`config.mk`:
```
export PLATFORM = sky130hd
export DESIGN_NAME = vlsd_top
export DESIGN_NICKNAME = d
export VERILOG_FILES = /design/src/vlsd_top.sv /design/src/vlsd_fifo.sv
export SDC_FILE = /design/constraint.sdc
export NUM_CORES = 1
export LEC_CHECK = 0
export BUFFER_PORTS_ARGS = -buffer_cell sky130_fd_sc_hd__buf_2
export CELL_PAD_IN_SITES_DETAIL_PLACEMENT = 2
export CELL_PAD_IN_SITES_GLOBAL_PLACEMENT = 2
export CORE_MARGIN = 2
export CORE_UTILIZATION = 37
export DETAILED_ROUTE_END_ITERATION = 6
export HOLD_SLACK_MARGIN = 0.03
export PLACE_DENSITY_LB_ADDON = 0.1
export SYNTH_ARGS = -nofsm -noshare
export SYNTH_HDL_FRONTEND = slang
export SYNTH_SLANG_ARGS = --single-unit
```
`constraint.sdc`:
```
create_clock -name core_clk -period 3.7 [get_ports core_clk]
set_input_delay 0.185 -clock core_clk [delete_from_list [all_inputs] [get_ports core_clk]]
set_output_delay 0.185 -clock core_clk [all_outputs]
set_load 0.02 [all_outputs]
```
`src/vlsd_top.sv`:
```
// Local design decisions: the AXI4-Lite interface to the registers and the placing of the registers.
package vlsd_pkg;
  localparam int ADDR_W = 8;
  localparam logic [ADDR_W-1:0] ADDR_CTRL = 8'h00;
  localparam logic [ADDR_W-1:0] ADDR_TABLE = 8'h04;
  localparam logic [ADDR_W-1:0] ADDR_DATA = 8'h08;
  localparam logic [ADDR_W-1:0] ADDR_WORD = 8'h0C;
  localparam logic [ADDR_W-1:0] ADDR_STATUS = 8'h10;
  localparam logic [1:0] RESP_OKAY = 2'h0;
  localparam logic [1:0] RESP_SLVERR = 2'h2;
  localparam logic [15:0] CTRL_RESET = 16'h0000;
  localparam logic [3:0] RUNLEN_MAX = 4'h8;
  localparam logic [2:0] TABLE_LAST = 3'h7;
  localparam logic [5:0] WORD_BITS = 6'h20;
  localparam logic [6:0] WIDTH_ONE = 7'h01;
  localparam logic [6:0] WIDTH_TWO = 7'h02;
  localparam int VALUE_W = 16;

  typedef struct packed {
    logic runin_polarity_bit;
    logic rsvd14;
    logic circ_en;
    logic [4:0] uniform_width_field;
    logic uniform_en;
    logic term_en;
    logic readback;
    logic table_load;
    logic rsvd3;
    logic [2:0] start_index;
  } vlsd_ctrl_t;

  typedef struct packed {
    logic term_flag;
    logic [6:0] pow_width;
  } vlsd_entry_t;

  typedef enum logic [1:0] {
    ST_RUNIN = 2'h0,
    ST_SUFFIX = 2'h1,
    ST_EMIT = 2'h3
  } vlsd_state_t;
endpackage

`timescale 1ns/10ps
module vlsd_top (
  input wire logic core_clk,
  input wire logic reset_n,
  input wire logic [vlsd_pkg::ADDR_W-1:0] s_axi_awaddr,
  input wire logic s_axi_awvalid,
  output logic s_axi_awready,
  input wire logic [31:0] s_axi_wdata,
  input wire logic [3:0] s_axi_wstrb,
  input wire logic s_axi_wvalid,
  output logic s_axi_wready,
  output logic [1:0] s_axi_bresp,
  output logic s_axi_bvalid,
  input wire logic s_axi_bready,
  input wire logic [vlsd_pkg::ADDR_W-1:0] s_axi_araddr,
  input wire logic s_axi_arvalid,
  output logic s_axi_arready,
  output logic [31:0] s_axi_rdata,
  output logic [1:0] s_axi_rresp,
  output logic s_axi_rvalid,
  input wire logic s_axi_rready
);
  // ----------------------------------------
  // declarations
  // ----------------------------------------
  vlsd_pkg::vlsd_ctrl_t ctrl, next_ctrl;
  vlsd_pkg::vlsd_entry_t tbl [8];
  vlsd_pkg::vlsd_entry_t next_tbl [8];
  logic [2:0] wr_idx, next_wr_idx;
  logic [2:0] rd_idx, next_rd_idx;
  logic [31:0] word, next_word;
  logic [5:0] bits_left, next_bits_left;
  logic aw_hold, next_aw_hold;
  logic w_hold, next_w_hold;
  logic [vlsd_pkg::ADDR_W-1:0] aw_addr, next_aw_addr;
  logic [31:0] w_data, next_w_data;
  logic [3:0] w_strb, next_w_strb;
  logic next_awready, next_wready, next_arready;
  logic next_bvalid, next_rvalid;
  logic [1:0] next_bresp, next_rresp;
  logic [31:0] next_rdata;
  logic do_write, do_read;
  logic wr_ctrl, wr_table, wr_word, rd_data;
  logic word_ok;
  vlsd_pkg::vlsd_state_t state, next_state;
  logic [3:0] runlen, next_runlen;
  logic [15:0] base, next_base;
  logic [15:0] sfx, next_sfx;
  logic [6:0] rem, next_rem;
  logic take;
  logic dec_en;
  logic bit_avail;
  logic cur_bit;
  logic run_bit;
  vlsd_pkg::vlsd_entry_t ent;
  logic [6:0] width;
  logic fifo_in_ready;
  logic fifo_out_valid;
  logic fifo_pop;
  logic [15:0] fifo_out_data;

  // ----------------------------------------
  // value buffer toward the reader
  // ----------------------------------------
  vlsd_fifo #(
    .WIDTH(vlsd_pkg::VALUE_W)
  ) u_fifo (
    .core_clk(core_clk),
    .reset_n(reset_n),
    .in_valid(state == vlsd_pkg::ST_EMIT),
    .in_ready(fifo_in_ready),
    .in_data(base + sfx),
    .out_valid(fifo_out_valid),
    .out_ready(fifo_pop),
    .out_data(fifo_out_data)
  );

  // ----------------------------------------
  // bus decode
  // ----------------------------------------
  assign do_write = aw_hold && w_hold && !s_axi_bvalid;
  assign do_read = s_axi_arvalid && s_axi_arready;
  assign wr_ctrl = do_write && (aw_addr == vlsd_pkg::ADDR_CTRL);
  assign wr_table = do_write && (aw_addr == vlsd_pkg::ADDR_TABLE) && w_strb[0];
  assign word_ok = (bits_left == 6'h00);
  assign wr_word = do_write && (aw_addr == vlsd_pkg::ADDR_WORD) && word_ok;
  assign rd_data = do_read && (s_axi_araddr == vlsd_pkg::ADDR_DATA);
  assign fifo_pop = rd_data && !ctrl.readback && fifo_out_valid;

  // ----------------------------------------
  // registers and table
  // ----------------------------------------
  always_comb begin
    next_ctrl = ctrl;
    next_tbl = tbl;
    next_wr_idx = wr_idx;
    next_rd_idx = rd_idx;
    next_word = word;
    next_bits_left = bits_left;
    if (wr_ctrl) begin
      if (w_strb[0]) begin
        next_ctrl[7:0] = w_data[7:0];
      end
      if (w_strb[1]) begin
        next_ctrl[15:8] = w_data[15:8];
      end
      next_ctrl.rsvd14 = 1'b0;
      next_ctrl.rsvd3 = 1'b0;
      if (next_ctrl.table_load) begin
        next_wr_idx = '0;
      end
      if (next_ctrl.readback) begin
        next_rd_idx = '0;
      end
    end
    if (wr_table) begin
      next_tbl[wr_idx] = w_data[7:0];
      next_wr_idx = wr_idx + 3'h1;
    end
    if (rd_data && ctrl.readback) begin
      next_rd_idx = rd_idx + 3'h1;
    end
    if (take) begin
      next_word = {1'b0, word[31:1]};
      next_bits_left = bits_left - 6'h01;
    end
    if (wr_word) begin
      next_word = w_data;
      next_bits_left = vlsd_pkg::WORD_BITS;
    end
  end

  always_ff @(posedge core_clk) begin
    if (!reset_n) begin
      ctrl <= vlsd_pkg::CTRL_RESET;
      for (int i = 0; i < 8; i++) begin
        tbl[i] <= '0;
      end
      wr_idx <= '0;
      rd_idx <= '0;
      word <= '0;
      bits_left <= '0;
    end else begin
      ctrl <= next_ctrl;
      tbl <= next_tbl;
      wr_idx <= next_wr_idx;
      rd_idx <= next_rd_idx;
      word <= next_word;
      bits_left <= next_bits_left;
    end
  end

  // ----------------------------------------
  // axi4-lite slave
  // ----------------------------------------
  always_comb begin
    next_aw_hold = aw_hold;
    next_w_hold = w_hold;
    next_aw_addr = aw_addr;
    next_w_data = w_data;
    next_w_strb = w_strb;
    next_bvalid = s_axi_bvalid;
    next_bresp = s_axi_bresp;
    next_rvalid = s_axi_rvalid;
    next_rresp = s_axi_rresp;
    next_rdata = s_axi_rdata;
    if (s_axi_awvalid && s_axi_awready) begin
      next_aw_hold = 1'b1;
      next_aw_addr = s_axi_awaddr;
    end
    if (s_axi_wvalid && s_axi_wready) begin
      next_w_hold = 1'b1;
      next_w_data = s_axi_wdata;
      next_w_strb = s_axi_wstrb;
    end
    if (do_write) begin
      next_aw_hold = 1'b0;
      next_w_hold = 1'b0;
      next_bvalid = 1'b1;
      case (aw_addr)
        vlsd_pkg::ADDR_CTRL: next_bresp = vlsd_pkg::RESP_OKAY;
        vlsd_pkg::ADDR_TABLE: next_bresp = vlsd_pkg::RESP_OKAY;
        vlsd_pkg::ADDR_WORD: begin
          next_bresp = word_ok ? vlsd_pkg::RESP_OKAY : vlsd_pkg::RESP_SLVERR;
        end
        default: next_bresp = vlsd_pkg::RESP_SLVERR;
      endcase
    end else if (s_axi_bvalid && s_axi_bready) begin
      next_bvalid = 1'b0;
    end
    if (do_read) begin
      next_rvalid = 1'b1;
      next_rresp = vlsd_pkg::RESP_OKAY;
      case (s_axi_araddr)
        vlsd_pkg::ADDR_CTRL: next_rdata = {16'h0000, ctrl};
        vlsd_pkg::ADDR_TABLE: next_rdata = '0;
        vlsd_pkg::ADDR_DATA: begin
          if (ctrl.readback) begin
            next_rdata = {24'h000000, tbl[rd_idx]};
          end else begin
            next_rdata = {fifo_out_valid, 15'h0000, fifo_out_data};
          end
        end
        vlsd_pkg::ADDR_WORD: next_rdata = word;
        vlsd_pkg::ADDR_STATUS: begin
          next_rdata = {16'h0000, 4'h0, fifo_out_valid, fifo_in_ready, state, bits_left, 2'h0};
        end
        default: begin
          next_rdata = '0;
          next_rresp = vlsd_pkg::RESP_SLVERR;
        end
      endcase
    end else if (s_axi_rvalid && s_axi_rready) begin
      next_rvalid = 1'b0;
    end
    next_awready = !next_aw_hold && !next_bvalid;
    next_wready = !next_w_hold && !next_bvalid;
    next_arready = !next_rvalid;
  end

  always_ff @(posedge core_clk) begin
    if (!reset_n) begin
      aw_hold <= 1'b0;
      w_hold <= 1'b0;
      aw_addr <= '0;
      w_data <= '0;
      w_strb <= '0;
      s_axi_awready <= 1'b0;
      s_axi_wready <= 1'b0;
      s_axi_arready <= 1'b0;
      s_axi_bvalid <= 1'b0;
      s_axi_bresp <= vlsd_pkg::RESP_OKAY;
      s_axi_rvalid <= 1'b0;
      s_axi_rresp <= vlsd_pkg::RESP_OKAY;
      s_axi_rdata <= '0;
    end else begin
      aw_hold <= next_aw_hold;
      w_hold <= next_w_hold;
      aw_addr <= next_aw_addr;
      w_data <= next_w_data;
      w_strb <= next_w_strb;
      s_axi_awready <= next_awready;
      s_axi_wready <= next_wready;
      s_axi_arready <= next_arready;
      s_axi_bvalid <= next_bvalid;
      s_axi_bresp <= next_bresp;
      s_axi_rvalid <= next_rvalid;
      s_axi_rresp <= next_rresp;
      s_axi_rdata <= next_rdata;
    end
  end

  // ----------------------------------------
  // symbol decoder
  // ----------------------------------------
  assign dec_en = !ctrl.readback && !ctrl.table_load;
  assign bit_avail = (bits_left != 6'h00);
  assign cur_bit = word[0];
  assign run_bit = !ctrl.runin_polarity_bit;
  assign ent = (runlen >= vlsd_pkg::RUNLEN_MAX) ? tbl[vlsd_pkg::TABLE_LAST]
                                                : tbl[runlen[2:0]];
  assign width = ctrl.uniform_en ? {2'h0, ctrl.uniform_width_field}
                                 : ent.pow_width;

  always_comb begin
    next_state = state;
    next_runlen = runlen;
    next_base = base;
    next_sfx = sfx;
    next_rem = rem;
    take = 1'b0;
    case (state)
      vlsd_pkg::ST_RUNIN: begin
        if (dec_en && bit_avail) begin
          take = 1'b1;
          if (cur_bit == run_bit) begin
            next_base = base + {9'h000, width};
            if (ctrl.term_en && ent.term_flag) begin
              next_rem = width;
              next_state = (width > vlsd_pkg::WIDTH_ONE) ? vlsd_pkg::ST_SUFFIX
                                                         : vlsd_pkg::ST_EMIT;
            end else if (runlen < vlsd_pkg::RUNLEN_MAX) begin
              next_runlen = runlen + 4'h1;
            end
          end else begin
            next_rem = width;
            next_state = (width > vlsd_pkg::WIDTH_ONE) ? vlsd_pkg::ST_SUFFIX
                                                       : vlsd_pkg::ST_EMIT;
          end
        end
      end
      vlsd_pkg::ST_SUFFIX: begin
        if (dec_en && bit_avail) begin
          take = 1'b1;
          next_sfx = {sfx[14:0], cur_bit};
          next_rem = {1'b0, rem[6:1]};
          if (rem == vlsd_pkg::WIDTH_TWO) begin
            next_state = vlsd_pkg::ST_EMIT;
          end
        end
      end
      vlsd_pkg::ST_EMIT: begin
        if (fifo_in_ready) begin
          next_state = vlsd_pkg::ST_RUNIN;
          next_runlen = '0;
          next_base = '0;
          next_sfx = '0;
          next_rem = '0;
        end
      end
      default: begin
        next_state = vlsd_pkg::ST_RUNIN;
        next_runlen = '0;
        next_base = '0;
        next_sfx = '0;
        next_rem = '0;
      end
    endcase
  end

  always_ff @(posedge core_clk) begin
    if (!reset_n) begin
      state <= vlsd_pkg::ST_RUNIN;
      runlen <= '0;
      base <= '0;
      sfx <= '0;
      rem <= '0;
    end else begin
      state <= next_state;
      runlen <= next_runlen;
      base <= next_base;
      sfx <= next_sfx;
      rem <= next_rem;
    end
  end
endmodule // vlsd_top

```
`src/vlsd_fifo.sv`:
```
`timescale 1ns/10ps
module vlsd_fifo #(
  parameter int WIDTH = 16
) (
  input wire logic core_clk,
  input wire logic reset_n,
  input wire logic in_valid,
  output logic in_ready,
  input wire logic [WIDTH-1:0] in_data,
  output logic out_valid,
  input wire logic out_ready,
  output logic [WIDTH-1:0] out_data
);
  // ----------------------------------------
  // two-entry storage
  // ----------------------------------------
  logic [WIDTH-1:0] mem [2];
  logic [WIDTH-1:0] next_mem [2];
  logic wptr;
  logic rptr;
  logic [1:0] count;
  logic next_wptr;
  logic next_rptr;
  logic [1:0] next_count;
  logic do_push;
  logic do_pop;

  assign in_ready = (count != 2'h2);
  assign out_valid = (count != 2'h0);
  assign out_data = mem[rptr];
  assign do_push = in_valid && in_ready;
  assign do_pop = out_valid && out_ready;

  always_comb begin
    next_mem = mem;
    next_wptr = wptr;
    next_rptr = rptr;
    next_count = count;
    if (do_push) begin
      next_mem[wptr] = in_data;
      next_wptr = ~wptr;
    end
    if (do_pop) begin
      next_rptr = ~rptr;
    end
    if (do_push && !do_pop) begin
      next_count = count + 2'h1;
    end else if (!do_push && do_pop) begin
      next_count = count - 2'h1;
    end
  end

  always_ff @(posedge core_clk) begin
    if (!reset_n) begin
      mem[0] <= '0;
      mem[1] <= '0;
      wptr <= 1'b0;
      rptr <= 1'b0;
      count <= 2'h0;
    end else begin
      mem <= next_mem;
      wptr <= next_wptr;
      rptr <= next_rptr;
      count <= next_count;
    end
  end
endmodule // vlsd_fifo

```
[Word-level counts from Yosys, hierarchy flattened]
Cells that the tools add are included.
Storage, ports and cells
  flip-flop bits (word level): 288
  latch bits: 0
  RAM bits: 0
  ROM bits: 0
  bits of input ports: 59
  output and inout port bits: 41
  word-level logic and storage cells: 234
  memories kept: 0
Cells by class
  add/sub/neg operators: 8
  multiply operators: 0
  div/mod/pow operators: 0
  order comparisons: 10
  equal/unequal tests: 20
  shifts and indexed selects: 0
  multiplexer cells: 72
  bitwise operators: 10
  reduce and logical (&&, ||, !) cells: 62
Operators by type and width (count)
  16-bit 2-to-1 mux: 8
  32-bit case mux with 4 select lines: 1
  32-bit 2-to-1 mux: 3
  16-bit case mux with 3 select lines: 2
  64-bit bitwise mux: 1
  8-bit 2-to-1 mux: 8
  8-bit binary-select mux with 3-bit select: 2
  7-bit 2-to-1 mux: 6
  32-bit bitwise mux: 1
  1-bit logical AND: 27
  8-bit demux with 3-bit select: 1
  8-bit by 4-bit == test with 1-bit output (second input constant): 3
  2-bit 2-to-1 mux: 11
  7-bit case mux with 3 select lines: 1
  4-bit 2-to-1 mux: 5
  3-bit 2-to-1 mux: 6
  2-bit inequality test (second input constant): 9
  16-bit adder: 1
  16-bit by 7-bit adder with 16-bit output: 1
  16-bit demux with 1-bit select: 1
  8-bit by 3-bit == test with 1-bit output (second input constant): 2
  4-bit greater-or-equal comparator (second input constant): 4
  8-bit zero test: 2
  2-bit nonzero test: 7
  other kinds (35): 69

[Logic depth before layout (Yosys ltp)]
  depth in word-level cells: 12
  mapped depth: 14
  gate-level depth less buffers: 12

[Modules after synthesis]
Synthesis repeated with hierarchy kept, for this count alone.
Unflattened totals
  cells, all modules: 1553
  area total of the unflattened synthesis: 13570.5 um^2
By module, submodules not included
  vlsd_top: times used 1, cells an instance 1392, area each 11913.9 um^2, seq. area each 5004.8 um^2
  vlsd_fifo: times used 1, cells an instance 161, area each 1656.6 um^2, seq. area each 720.7 um^2

[Worst setup path after synthesis]
OpenSTA, ideal clock, no wires.
  path type: flip-flop to flip-flop
  start: reg runlen[2]
  end: reg base[6]
  library setup time: 0.117 ns
  arrival: 3.275 ns
  required time: 3.583 ns
  path slack: 0.307 ns
  stages on the path, launching flop included: 15
  path buffers: 2
  clock period less this slack: 3.393 ns
  path through: dfxtp_1 clkbuf_1 buf_1 mux4_2 nand2_1 nand3_1 o221a_2 ha_1 fa_1 a21o_1 a21oi_1 o21bai_1 a21oi_1 xnor2_1 a32o_1
Between the ends
  cells in the longest elaborated chain, start to end: 10
  elaborated cells between the ends (all ways): 11
  those cells by class: 1 x add/sub; 1 x order compare; 8 x mux; 1 x bitwise
RTL lines
  start: declaration: line vlsd_top.sv:89  | logic [3:0] runlen, next_runlen;
  start signal: assignment: line vlsd_top.sv:373  | runlen <= next_runlen;
  3-bit NOT with 4-bit output (not written as such): line vlsd_top.sv:304  | : tbl[runlen[2:0]];
  8-bit binary-select mux with 3-bit select: line vlsd_top.sv:304
  8-bit 2-to-1 mux (not written as such) (2 in a row): line vlsd_top.sv:304
  8-bit 2-to-1 mux *: line vlsd_top.sv:303  | assign ent = (runlen >= vlsd_pkg::RUNLEN_MAX) ? tbl[vlsd_pkg::TABLE_LAST]
  7-bit 2-to-1 mux *: line vlsd_top.sv:305  | assign width = ctrl.uniform_en ? {2'h0, ctrl.uniform_width_field}
  16-bit by 7-bit adder with 16-bit output *: line vlsd_top.sv:320  | next_base = base + {9'h000, width};
  16-bit 2-to-1 mux *: line vlsd_top.sv:319  | if (cur_bit == run_bit) begin
  16-bit 2-to-1 mux *: line vlsd_top.sv:317  | if (dec_en && bit_avail) begin
  16-bit case mux with 3 select lines *: line vlsd_top.sv:315  | case (state)
  end signal: assignment: line vlsd_top.sv:374  | base <= next_base;
  end: declaration: line vlsd_top.sv:90  | logic [15:0] base, next_base;
Every way passes the cells marked *; elsewhere a longest branch is shown, timed or not. The select of a mux whose other input is x is not followed.
A chain may end at the register's enable or synchronous reset.

[Worst setup path in the final report]
  start: reg runlen[1]
  end: reg base[14]
Same word-level chain as after synthesis.

==> results by group <==
Placement
  • Buffers on Ports: 95
  • HPWL Detailed: between 30,000 and 40,000 um
  • Placed cell area: approximately 15,000 um2
  • Gpl congestion: 0.8598
  • Placed Cells incl. Taps: 2,099

Synth
  • Most frequent cell after synthesis: dfxtp_1
  • Post-synth top area cell: dfxtp_1
  • Synth Warn #: 0
  • Sequential-to-total area share from yosys stat: a little over two fifths
  • Synth Flop Type: dfxtp_1
  • Netlist cell types: ~80
  • Top cell type's share of synthesized area: a little over two fifths
  • EDFF count, synth: 0
  • Mapped cell area: 13,750 um2
  • Mean Syn Cell Area: ~8.5 um2
  • Commonest cells in the netlist: 286 x dfxtp_1, 246 x nand2_1, 179 x a21oi_1
  • Yosys reg bits: around 290
  • Asr flop ratio synth: 0%
  • Synth Instances: 1,619
  • Largest cells by area after synthesis: dfxtp_1 42%, nand2_1 6.7%, a21oi_1 6.5%, nor2_1 4.4%, mux2i_1 3.9%

Power and ir drop
  • Flop pwr share: between 30% and 40%
  • Sw Pwr: 3.213 mW
  • Lkg Pwr: roughly 6.2 nW
  • Clock power frac: between 30% and 40%
  • VDD IR max: roughly 330 uV
  • Power, Total: 9.631 mW
  • Comb power frac: 23.0%
  • Sw frac: 33.37%
  • PwrDens: 590.9 nW/um2
  • Pint: approximately 6.4 mW

STA
  • Worst-Margin Slew: 1221 ps
  • Slew Limit Fails: 0
  • Fin crit period: around 3500 ps
  • Setup TNS: 0 ps
  • Slew Limit Headroom: 18.40%
  • FMAX: 289.3 MHz
  • Crit share post-route: 93.43%
  • Clock skew: about 18 ps
  • Fin. Hold Viols: 0
  • RSZ-0062 raised after global routing: no
  • Final setup vio count: 0

Finish
  • Post-layout instance area: ~16,000 um2
  • Area Overhead vs Synth: 18.50%
  • Antenna Cells: 0
  • Share of layout cells above drive strength 1: between 10% and 20%
  • Final net count: 1,803
  • Fill cell count: ~4,000
  • Non-Filler Instances: 2,203

Worst setup path
  • Worst path required time: about 4200 ps
  • CP Capture Type: flip-flop
  • Worst reg2reg endpoint: base[14]
  • Critical path launch point: runlen[1]
  • Worst R2R Setup Slack: 240 ps
  • Arr. time, crit path: around 3900 ps
  • R2R cell count: 10
  • R2r startpoint: runlen[1]
  • CP Class: flip-flop to flip-flop
  • Crit start category: flip-flop
  • Max Fanout on Critical Path: 19
  • Setup crit end: base[14]

Global routing
  • Initial antenna violation count: 2
  • Largest net degree at the start of global routing: 88
  • Total GRT Usage: 26.46%
  • First-pass GRT wire length: a little over 80,000 um
  • Vias in the first global route: around 14,000
  • Total grt overflow: 0

Worst hold path
  • Class of the worst hold path: primary input to flip-flop

Clock network
  • Clock Pin Slew Worst Setup and Hold Paths: 60 ps
  • H-tree Lvls: 2
  • Root buffer selected by CTS: clkbuf_16
  • CTS Buffer Depth: 3
  • CTS tree: done
  • Cts bufs inserted: 35
  • Clock Latency Late Sink: around 530 ps
  • Clock sink count: 286

Detailed routing
  • Total Wirelength: roughly 50,000 um
  • DR pass1 iterations: 5
  • Residual DRC: 0
  • Starting DRT DRC Count: a little under 600
  • Final ANT Viol Nets: 0
  • WL/cell: 23.29 um
  • Routed via count: between 10,000 and 15,000
  • Vias/cell: 5.820

Run
  • Max-cap violations: 0

Outcome
  • Status: complete, no violations

Die
  • IO Pins: 100
  • Initial Util: between 30% and 40%
  • Die area: around 39,000 um2
  • Chip height: roughly 200 um
  • Chip Width: roughly 200 um
  • CORE AREA: 36,610 um2
  • # rows: 70
how the worst min path moves through the flow:
| stage | start | slack, ps | end | cells past startpoint |
|---|---|---|---|---|
| global placement | s_axi_wstrb[0] | 430 | w_strb[0] | 3 |
| floorplan | s_axi_awaddr[0] | 320 | aw_addr[0] | 2 |
| CTS | s_axi_araddr[2] | 90 | s_axi_rresp[1] | 3 |
| detailed placement | s_axi_wdata[20] | 430 | w_data[20] | 3 |
| finish | s_axi_araddr[2] | 120 | s_axi_rresp[1] | 3 |
| global route | s_axi_araddr[2] | 120 | s_axi_rresp[1] | 3 |
power by group through the flow:
stage / sequential (mW) / combinational (mW) / clock (mW)
5_1_grt: 3.78 / 2.45 / 3.87
6_report: 3.74 / 2.22 / 3.67
3_5_place_dp: 3.79 / 2.14 / 0
4_1_cts: 3.73 / 2.22 / 3.74
2_1_floorplan: 3.64 / 1.50 / 0
3_3_place_gp: 3.78 / 2.05 / 0
layout by cell type, fill, tap and decap left out, drive strengths merged, types with 40 or more instances in the layout:
cell type,instances
a21oi,179
buf,134
clkbuf,46
dfxtp,286
dlygate4sd3,45
mux2i,54
nand2,246
nand3,82
nor2,163
o21ai,41
o221ai,40
state kept, by name, indices dropped and copies added, names as in the netlist, 4 cells and up:
signal and count:
s_axi_rdata 32, ctrl 14, u_fifo.mem 32, w_data 32
sfx 16, rem 7, aw_addr 8, base 16
tbl 64, runlen 4, bits_left 6, word 32
routing by layer:
layer  GRT usage (%)  up-vias  routed length, um
met2           46.21      255              25070
li1                -     5987                  -
met3           3.337       77               1795
met1           34.06     6499              23050
met5               0        -                 26
met4           8.131        4               1367
worst max-delay path, cell delays in order (launching register included):
cell and delay (ps):
dfxtp_1 770, buf_4 250, mux2_2 340, o221ai_1 220
a31oi_1 250, ha_1 450, inv_1 70, o21ai_0 440
nand2_1 130, or3_1 320, a21oi_1 140
final cells by class:
type	instances	area, um2	area share [%]
Sequential cell	286	5727	35.14
Multi-Input combinational cell	1185	7442	45.66
Inverter	26	102.6	0.6295
Timing Repair Buffer	179	1231	7.554
Tap cell	468	585.6	3.593
Clock inverter	13	211.5	1.297
Clock buffer	46	998.5	6.126
cells by family after synthesis:
| logic type | synth area share (%) |
|---|---|
| buffers and inverters | 4.358 |
| muxes | 9.743 |
| xor gates and xnor gates | 1.528 |
| adders and majority gates | 2.929 |
| other | 0.02727 |
| and+or+nand+nor | 20.71 |
| DFF | 41.63 |
| AOI/OAI and AO/OA | 19.08 |
what timing repair did:
action                                 CTS  global route
endpoints found under the hold margin   46             0
setup buffers                            0             0
setup endpoints to repair                0             9
gates resized for setup                  0             2
hold buffers                            45             0
stage by stage:
| step | hold WS, ps | setup WS, ps | utilization, % |
|---|---|---|---|
| after floorplan | 321.0 | 307.4 | - |
| after global placement | 425.8 | 293.7 | 39.97 |
| after detailed placement | 433.1 | 108.3 | 39.97 |
| after CTS | 90.59 | 98.14 | 44.50 |
| after global routing | 124.9 | 30.41 | 44.52 |
| final | 116.4 | 243.1 | 44.52 |
Power figures use the tool's default switching activity.
